==> src/inc/pccl_cfg.svh <==
// Offsets, field positions, reset values and timing counts of the status/test core
`ifndef PCCL_CFG_SVH
`define PCCL_CFG_SVH

// Register indices
`define PCCL_REG_CTRL        4'h0
`define PCCL_REG_MODE        4'h1
`define PCCL_REG_STATUS      4'h2
`define PCCL_REG_EXT_CTRL    4'h3
`define PCCL_REG_EXT_DATA    4'h4
// Control fields
`define PCCL_CTRL_LOOP       14
`define PCCL_CTRL_ANEG       12
`define PCCL_CTRL_FDX        8
`define PCCL_CTRL_COLTEST    7
`define PCCL_CTRL_RESET      16'h1000
// Mode fields
`define PCCL_MODE_FARLOOP    9
`define PCCL_MODE_RMII       1
`define PCCL_MODE_REPEATER   0
`define PCCL_MODE_RESET      16'h0000
// Status fields
`define PCCL_STAT_LINK       2
`define PCCL_STAT_COL        1
`define PCCL_STAT_CRS        0
// Symbol codes (5-bit)
`define PCCL_SYM_J           5'h18
`define PCCL_SYM_K           5'h11
`define PCCL_SYM_T           5'h0d
`define PCCL_SYM_R           5'h07
`define PCCL_SYM_IDLE        5'h1f
// Timing
`define PCCL_CLK_HZ          10000000
`define PCCL_STAB_MS         330
// Divide first: the plain product would overflow a 32-bit int
`define PCCL_STAB_CYC        (`PCCL_STAB_MS * (`PCCL_CLK_HZ / 1000))
`define PCCL_CARR_WIN        10
`define PCCL_ONES_LIMIT      10
`define PCCL_EXT_DEPTH       16

`endif

==> src/inc/pccl_pkg.sv <==
// Types shared by the status/test core
package pccl_pkg;
    typedef enum logic [1:0] {
        PCCL_LINK_DOWN,
        PCCL_LINK_WAIT,
        PCCL_LINK_READY,
        PCCL_LINK_UP
    } pccl_link_t;
    typedef enum logic [1:0] {
        PCCL_CS_IDLE,
        PCCL_CS_PRE,
        PCCL_CS_STREAM
    } pccl_cs_t;
endpackage

==> src/hdl/pccl_core.sv <==
// Carrier sense, collision, link monitor and loopback control core
// Notes on behaviour
// - Carrier on crs in MII, crs_dv in RMII
// - Repeater or full duplex: receive-only carrier
// - Two non-adjacent zeros in ten bits start carrier
// - Ten ones before start delimiter ends carrier
// - After start delimiter, hold until T/R or IDLE pair
// - T without R, or lone IDLE, drops carrier until the next data symbol
// - Collision while transmit and receive overlap
// - Collision output asynchronous; MAC must synchronise
// - No collision in full duplex unless test set
// - Collision test follows transmit enable quickly
// - Combined link status drives status and indicator
// - Line valid: ready, await negotiation, then up
// - Negotiation disabled: straight to link up
// - Wait 330 ms before link ready
// - Line valid drop: link down at once
// - 10BASE-T mode: link from 10BASE-T receiver
// - Near loopback routes transmit data to receive outputs
// - Near loopback: no collision unless test set
// - Near loopback: line transmitters powered down
// - Far loopback returns line data, isolates MAC
// - Far loopback only in RMII mode
// - Extended registers reached only indirectly
`timescale 1ns/1ns
`include "pccl_cfg.svh"
module pccl_core
    import pccl_pkg::*;
#(
    parameter int STAB_CYC = `PCCL_STAB_CYC,
    parameter int DW       = 4
) (
    // Clock and reset
    input  wire logic          core_clk,
    input  wire logic          rst_n,
    // Register port
    input  wire logic [3:0]    reg_addr,
    input  wire logic [15:0]   reg_wdata,
    input  wire logic          reg_wr,
    input  wire logic          reg_rd,
    output logic      [15:0]   reg_rdata,
    // MAC transmit side (pins)
    input  wire logic          tx_clk,
    input  wire logic          tx_en,
    input  wire logic [DW-1:0] tx_data,
    // MAC receive side
    output logic               crs,
    output logic               crs_dv,
    output logic               col,
    output logic [DW-1:0]      rx_data,
    output logic               rx_dv,
    // Line side: coded receive bits from the media, data to media
    input  wire logic          line_bit,
    input  wire logic          line_bit_valid,
    input  wire logic [DW-1:0] line_rx_data,
    input  wire logic          line_rx_dv,
    output logic [DW-1:0]      line_tx_data,
    output logic               line_tx_en,
    output logic               line_tx_power,
    // Analogue and peer status
    input  wire logic          line_valid,
    input  wire logic          aneg_enable,
    input  wire logic          ten_mode,
    input  wire logic          ten_link,
    // Indicator
    output logic               first_indicator_output
);
    logic [4:0]  s_in;
    logic [4:0]  s_sync;
    logic [4:0]  s_rise;
    logic        txc_s;
    logic        tx_s;
    logic        lbit;
    logic        lbit_v;
    logic        lvalid;

    // Slow pin inputs go through one shared synchroniser
    assign s_in = {line_valid, line_bit_valid, line_bit, tx_en, tx_clk};
    pccl_sync #(.W(5)) u_sync (
        .core_clk (core_clk),
        .rst_n    (rst_n),
        .async_in (s_in),
        .sync_out (s_sync),
        .rise     (s_rise),
        .fall     ()
    );
    assign txc_s          = s_sync[0];
    assign tx_s           = s_sync[1];
    assign lbit           = s_sync[2];
    assign lbit_v         = s_rise[3];
    assign lvalid         = s_sync[4];

    // Control registers
    logic [15:0] ctrl;
    logic [15:0] mode;
    logic [15:0] ext_ctrl;
    logic [15:0] ext_mem [`PCCL_EXT_DEPTH];
    logic        loop_near;
    logic        loop_far;
    logic        aneg_on;
    logic        fdx;
    logic        coltest;
    logic        rmii;
    logic        repeater;

    assign loop_near = ctrl[`PCCL_CTRL_LOOP];
    assign aneg_on   = ctrl[`PCCL_CTRL_ANEG];
    assign fdx       = ctrl[`PCCL_CTRL_FDX];
    assign coltest   = ctrl[`PCCL_CTRL_COLTEST];
    assign rmii      = mode[`PCCL_MODE_RMII];
    assign repeater  = mode[`PCCL_MODE_REPEATER];
    assign loop_far  = mode[`PCCL_MODE_FARLOOP] & rmii;

    always_ff @(posedge core_clk) begin
        if (!rst_n) begin
            ctrl     <= `PCCL_CTRL_RESET;
            mode     <= `PCCL_MODE_RESET;
            ext_ctrl <= 16'h0000;
        end else if (reg_wr) begin
            case (reg_addr)
                `PCCL_REG_CTRL:     ctrl     <= reg_wdata;
                `PCCL_REG_MODE:     mode     <= reg_wdata;
                `PCCL_REG_EXT_CTRL: ext_ctrl <= reg_wdata;
                default: ;
            endcase
        end
    end

    // Extended space: only through the control/data pair
    always_ff @(posedge core_clk) begin
        if (reg_wr && reg_addr == `PCCL_REG_EXT_DATA) begin
            ext_mem[ext_ctrl[3:0]] <= reg_wdata;
        end
    end

    // Carrier detection on the coded bit stream
    pccl_cs_t    cs_state;
    logic [9:0]  win;
    logic [9:0]  next_win;
    logic [3:0]  ones_cnt;
    logic [4:0]  sym_sr;
    logic [2:0]  sym_cnt;
    logic [4:0]  prev_sym;
    logic        rx_carrier;
    logic        zero_pair;

    assign next_win = {win[8:0], lbit};

    // Two zeros with at least one bit of any value between them somewhere in the window
    always_comb begin
        zero_pair = 1'b0;
        for (int i = 0; i < `PCCL_CARR_WIN; i++) begin
            for (int j = i + 2; j < `PCCL_CARR_WIN; j++) begin
                if (!next_win[i] && !next_win[j]) begin
                    zero_pair = 1'b1;
                end
            end
        end
    end

    always_ff @(posedge core_clk) begin
        if (!rst_n) begin
            win <= 10'h3ff;
        end else if (lbit_v) begin
            win <= next_win;
        end
    end

    always_ff @(posedge core_clk) begin
        if (!rst_n) begin
            cs_state   <= PCCL_CS_IDLE;
            rx_carrier <= 1'b0;
            ones_cnt   <= 4'h0;
            sym_sr     <= 5'h00;
            sym_cnt    <= 3'h0;
            prev_sym   <= `PCCL_SYM_IDLE;
        end else if (lbit_v) begin
            sym_sr  <= {sym_sr[3:0], lbit};
            sym_cnt <= (sym_cnt == 3'h4) ? 3'h0 : sym_cnt + 3'h1;
            case (cs_state)
                PCCL_CS_IDLE: begin
                    if (zero_pair) begin
                        cs_state   <= PCCL_CS_PRE;
                        rx_carrier <= 1'b1;
                        ones_cnt   <= 4'h0;
                        sym_cnt    <= 3'h0;
                    end
                end
                PCCL_CS_PRE: begin
                    ones_cnt <= lbit ? ones_cnt + 4'h1 : 4'h0;
                    if (lbit && ones_cnt == 4'(`PCCL_ONES_LIMIT - 1)) begin
                        cs_state   <= PCCL_CS_IDLE;
                        rx_carrier <= 1'b0;
                    end else if (sym_cnt == 3'h4) begin
                        // Symbol boundary: J then K opens the stream
                        if (prev_sym == `PCCL_SYM_J && {sym_sr[3:0], lbit} == `PCCL_SYM_K)
                        begin
                            cs_state <= PCCL_CS_STREAM;
                        end
                        prev_sym <= {sym_sr[3:0], lbit};
                    end
                end
                PCCL_CS_STREAM: begin
                    if (sym_cnt == 3'h4) begin
                        prev_sym <= {sym_sr[3:0], lbit};
                        // Closing pair seen; carrier already dropped after first
                        if ((prev_sym == `PCCL_SYM_T && {sym_sr[3:0], lbit} == `PCCL_SYM_R)
                            || (prev_sym == `PCCL_SYM_IDLE
                                && {sym_sr[3:0], lbit} == `PCCL_SYM_IDLE)) begin
                            cs_state   <= PCCL_CS_IDLE;
                            rx_carrier <= 1'b0;
                        end else if ({sym_sr[3:0], lbit} == `PCCL_SYM_T
                                     || {sym_sr[3:0], lbit} == `PCCL_SYM_IDLE) begin
                            rx_carrier <= 1'b0;
                        end else begin
                            rx_carrier <= 1'b1;
                        end
                    end
                end
                default: cs_state <= PCCL_CS_IDLE;
            endcase
        end
    end

    // Receive activity: line carrier, or looped transmit in near loopback
    logic rx_act;
    logic tx_act;
    logic carrier;
    // Stream state alone is no activity: carrier drops on a lone T or IDLE
    assign rx_act  = loop_near ? tx_s : rx_carrier;
    assign tx_act  = tx_s & ~loop_far;
    assign carrier = (repeater || fdx) ? rx_act : (rx_act | tx_act);

    // Collision; registered on the core clock, unrelated to MAC clocks
    logic next_col;
    always_comb begin
        if (loop_far) begin
            next_col = 1'b0;
        end else if (coltest) begin
            next_col = tx_s;
        end else if (fdx || loop_near) begin
            next_col = 1'b0;
        end else begin
            next_col = tx_act & rx_act;
        end
    end

    // Link monitor
    pccl_link_t  lm_state;
    logic [31:0] stab_cnt;
    logic        link100;
    logic        link;

    always_ff @(posedge core_clk) begin
        if (!rst_n) begin
            lm_state <= PCCL_LINK_DOWN;
            stab_cnt <= 32'h0;
        end else if (!lvalid) begin
            lm_state <= PCCL_LINK_DOWN;
            stab_cnt <= 32'h0;
        end else begin
            case (lm_state)
                PCCL_LINK_DOWN: begin
                    lm_state <= PCCL_LINK_WAIT;
                    stab_cnt <= 32'h1;
                end
                PCCL_LINK_WAIT: begin
                    if (!aneg_on) begin
                        lm_state <= PCCL_LINK_UP;
                    end else if (stab_cnt >= 32'(STAB_CYC)) begin
                        lm_state <= PCCL_LINK_READY;
                    end else begin
                        stab_cnt <= stab_cnt + 32'h1;
                    end
                end
                PCCL_LINK_READY: begin
                    if (aneg_enable) begin
                        lm_state <= PCCL_LINK_UP;
                    end
                end
                PCCL_LINK_UP: ;
                default: lm_state <= PCCL_LINK_DOWN;
            endcase
        end
    end

    assign link100 = (lm_state == PCCL_LINK_UP) & lvalid;
    assign link    = ten_mode ? ten_link : link100;

    // MAC facing outputs and line drive
    always_ff @(posedge core_clk) begin
        if (!rst_n) begin
            crs                    <= 1'b0;
            crs_dv                 <= 1'b0;
            col                    <= 1'b0;
            rx_data                <= '0;
            rx_dv                  <= 1'b0;
            line_tx_data           <= '0;
            line_tx_en             <= 1'b0;
            line_tx_power          <= 1'b0;
            first_indicator_output <= 1'b0;
        end else begin
            // Far loopback leaves the MAC pins quiet
            crs    <= ~loop_far & ~rmii & carrier;
            crs_dv <= ~loop_far & rmii & carrier;
            col    <= next_col;
            if (loop_near) begin
                rx_data <= tx_data;
                rx_dv   <= tx_s;
            end else if (loop_far) begin
                rx_data <= '0;
                rx_dv   <= 1'b0;
            end else begin
                rx_data <= line_rx_data;
                rx_dv   <= line_rx_dv;
            end
            if (loop_far) begin
                line_tx_data <= line_rx_data;
                line_tx_en   <= line_rx_dv;
            end else begin
                line_tx_data <= tx_data;
                line_tx_en   <= tx_s & ~loop_near;
            end
            line_tx_power          <= ~loop_near;
            first_indicator_output <= link;
        end
    end

    // Register reads, one cycle later
    always_ff @(posedge core_clk) begin
        if (!rst_n) begin
            reg_rdata <= 16'h0000;
        end else if (reg_rd) begin
            case (reg_addr)
                `PCCL_REG_CTRL:     reg_rdata <= ctrl;
                `PCCL_REG_MODE:     reg_rdata <= mode;
                `PCCL_REG_STATUS:   reg_rdata <= {13'h0, link, col, crs | crs_dv};
                `PCCL_REG_EXT_CTRL: reg_rdata <= ext_ctrl;
                `PCCL_REG_EXT_DATA: reg_rdata <= ext_mem[ext_ctrl[3:0]];
                default:            reg_rdata <= 16'h0000;
            endcase
        end else begin
            reg_rdata <= 16'h0000;
        end
    end
endmodule

==> src/hdl/pccl_sync.sv <==
// Two-flop synchroniser with edge detection for pin inputs
`timescale 1ns/1ns
module pccl_sync #(
    parameter int W = 1
) (
    // Clock and reset
    input  wire logic         core_clk,
    input  wire logic         rst_n,
    // Asynchronous in, synchronised out
    input  wire logic [W-1:0] async_in,
    output logic      [W-1:0] sync_out,
    output logic      [W-1:0] rise,
    output logic      [W-1:0] fall
);
    logic [W-1:0] meta;
    logic [W-1:0] prev;

    always_ff @(posedge core_clk) begin
        if (!rst_n) begin
            meta     <= '0;
            sync_out <= '0;
            prev     <= '0;
        end else begin
            meta     <= async_in;
            sync_out <= meta;
            prev     <= sync_out;
        end
    end

    assign rise = sync_out & ~prev;
    assign fall = ~sync_out & prev;
endmodule

==> config.mk <==
export PLATFORM = sky130hd
export DESIGN_NAME = pccl_core
export DESIGN_NICKNAME = d
export VERILOG_FILES = /design/src/inc/pccl_pkg.sv /design/src/hdl/pccl_core.sv /design/src/hdl/pccl_sync.sv
export VERILOG_INCLUDE_DIRS = /design/src /design/src/inc
export SDC_FILE = /design/constraint.sdc
export NUM_CORES = 1
export LEC_CHECK = 0
export BUFFER_PORTS_ARGS = -buffer_cell sky130_fd_sc_hd__buf_2
export CORE_AREA = 5 5 188 190
export DETAILED_ROUTE_END_ITERATION = 16
export DIE_AREA = 0 0 193 195
export GPL_ROUTABILITY_DRIVEN = 0
export HOLD_SLACK_MARGIN = 0.12
export PLACE_DENSITY_LB_ADDON = 0.3
export SYNTH_ARGS = -nofsm -noshare
export SYNTH_HDL_FRONTEND = slang
export SYNTH_HIERARCHICAL = 1
export SYNTH_SLANG_ARGS = --single-unit
export TNS_END_PERCENT = 100
==> constraint.sdc <==
create_clock -name core_clk -period 8.05 [get_ports core_clk]
set_clock_uncertainty 0.2 [all_clocks]
set_input_delay 0.4025 -clock core_clk [delete_from_list [all_inputs] [get_ports core_clk]]
set_output_delay 0.4025 -clock core_clk [all_outputs]
set_load 0.01 [all_outputs]
==> flow_summary_export.csv <==
group,metric,value,unit
run_status,outcome,"finished clean",
run,drv_cap,0,
floorplan,fp.dieH,195,um
grt,grt_pass1_wl,54990,um
grt,antenna_found_initial,5,
sta,hold_viol_final,0,
power_and_ir_drop,cellLeakagePower,6.211,nW
cts,cts-buffers-inserted,42,
placed_design,dp_hpwl,21430,um
floorplan,fp-row-count,67,
critical_path,worstSetupStartpointType,"register",
floorplan,initial_core_util,0.4875,
cells_and_area,layout_commonest_cell,"edfxtp_1",
cells_and_area,layout-drive-gt1-share,0.2063,
critical_path,cp_data_required_time,8.23,ns
sta,rsz0062_at_grt,"no",
sta,fin_ws,4.890,ns
sta,tightest_slew,1.167,ns
grt,grt_overflow,0,
power_and_ir_drop,ir_drop,0.1542,mV
floorplan,die_area,0.03764,mm^2
drt,antenna_left,0,
floorplan,core_area,0.03328,mm^2
drt,postRouteWirelength,35450,um
grt,grt_max_degree,102,
drt,firstDrtPassIters,5,
min_path,hold_path_depth,1,
grt,groute.usage.overall,0.1887,
synthesis,synthCells,1135,
floorplan,die_w,193,um
sta,slew_violations,0,
cts,cts-hold-fix-buffers,37,
sta,min_period,3.160,ns
sta,setup-tns-final,0,ns
synthesis,syn_nets,1186,
drt,wl_per_cell,20.61,um
cts,htree_levels,2,
sta,hold_ws,0.1368,ns
power_and_ir_drop,p_per_area,230.7,mW/mm^2
sta,fmax,316.4,MHz
synthesis,yosysWarnings,6,
min_path,hp-start,"reg_wdata[1]",
cts,cts.sinks,410,
cts,clk_path_buf_depth,3,
placed_design,placed_area,0.01704,mm^2
critical_path,reg2reg_depth,5,
critical_path,arrival,3.34,ns
sta,relSlewSlack,0.2211,
critical_path,critPathMaxFanout,36,
placed_design,place_ws,4.596,ns
synthesis,syn_area,0.01623,mm^2
drt,via_per_inst,5.619,
power_and_ir_drop,power,0.004340,W
cts,insertion_delay,0.53,ns
cts,cts_resized,0,
critical_path,crit_type,"register to register",
min_path,min_path_type,"input port to register",
grt,grt_pass1_vias,9440,
sta,fin_crit_sh,0.3926,
floorplan,ioPinCount,72,
sta,setup_viol,0,
cts,clk_pin_slew,0.06,ns
drt,drtIter0Drc,756,
cts,post_cts_buffers,0,
cts,cts_tree,"built",
drt,num_vias,9665,
drt,remaining_drc_errors,0,
cells_and_area,nNetsFinal,1287,
cells_and_area,area_growth,15.91,%
cts,root_buffer,"clkbuf_16",
cells_and_area,stdcell_area,0.01881,mm^2
cells_and_area,final_cell_mix,"256 x edfxtp_1, 152 x dfxtp_1, 145 x nand2_1",
synthesis,synth.avg_cell_area,14.30,um^2
critical_path,end_kind,"register",
placed_design,numPortBuffers,70,
==> layout make-up <==
type                    instances  area [um^2]
clock buffers                  58         1131
inverters                      34        127.6
fillers                      2622        14470
repair buffers                121        825.8
clock inverters                20        265.3
flip-flops and latches        410        10780
multi-input cells             627         5116
well taps                     448        560.5
diodes                          2        5.005
==> state kept, by name, indices dropped and copies added (netlist names), 5 cells and up, named ones only <==
name and count:
ext_mem 256, ctrl 16, reg_rdata 16, stab_cnt 32
prev_sym 5, win 9, ext_ctrl 16, mode 16
==> stage by stage <==
step                        util  std cells
after global routing      0.5650       1719
final                     0.5651       1720
after global placement    0.5119       1603
after CTS                 0.5649       1718
after detailed placement  0.5119       1603
after floorplan                -       1135
==> critical path, stage by stage (launching register included) <==
cell and delay, ns:
dfxtp_4 0.73, buf_4 0.71, mux4_2 0.67, mux4_2 0.51, inv_1 0.10, o22ai_1 0.08
==> per-layer routing <==
metal	vias to the layer above	routed length, um	global-route usage
li1	4480	-	-
met1	4867	14800	0.2546
met2	263	18090	0.3212
met3	49	1907	0.03321
met4	6	618	0.04458
met5	-	37	0
==> path summary, 6_finish.rpt <==
kind	end	slack, ns
hold reg to reg	u_sync/sync_out[2]$_SDFF_PN0_	0.25
hold / removal	ext_mem[0][1]$_DFFE_PP_	0.14
setup reg to reg	reg_rdata[13]$_SDFF_PN0_	4.89
setup / recovery	reg_rdata[13]$_SDFF_PN0_	4.89
==> power breakdown <==
part	internal, W	switching (W)
Clock	0.00118	0.000785
Combinational	0.0000520	0.0000742
Sequential	0.00224	0.00000848
Power figures use the tool's default switching activity.
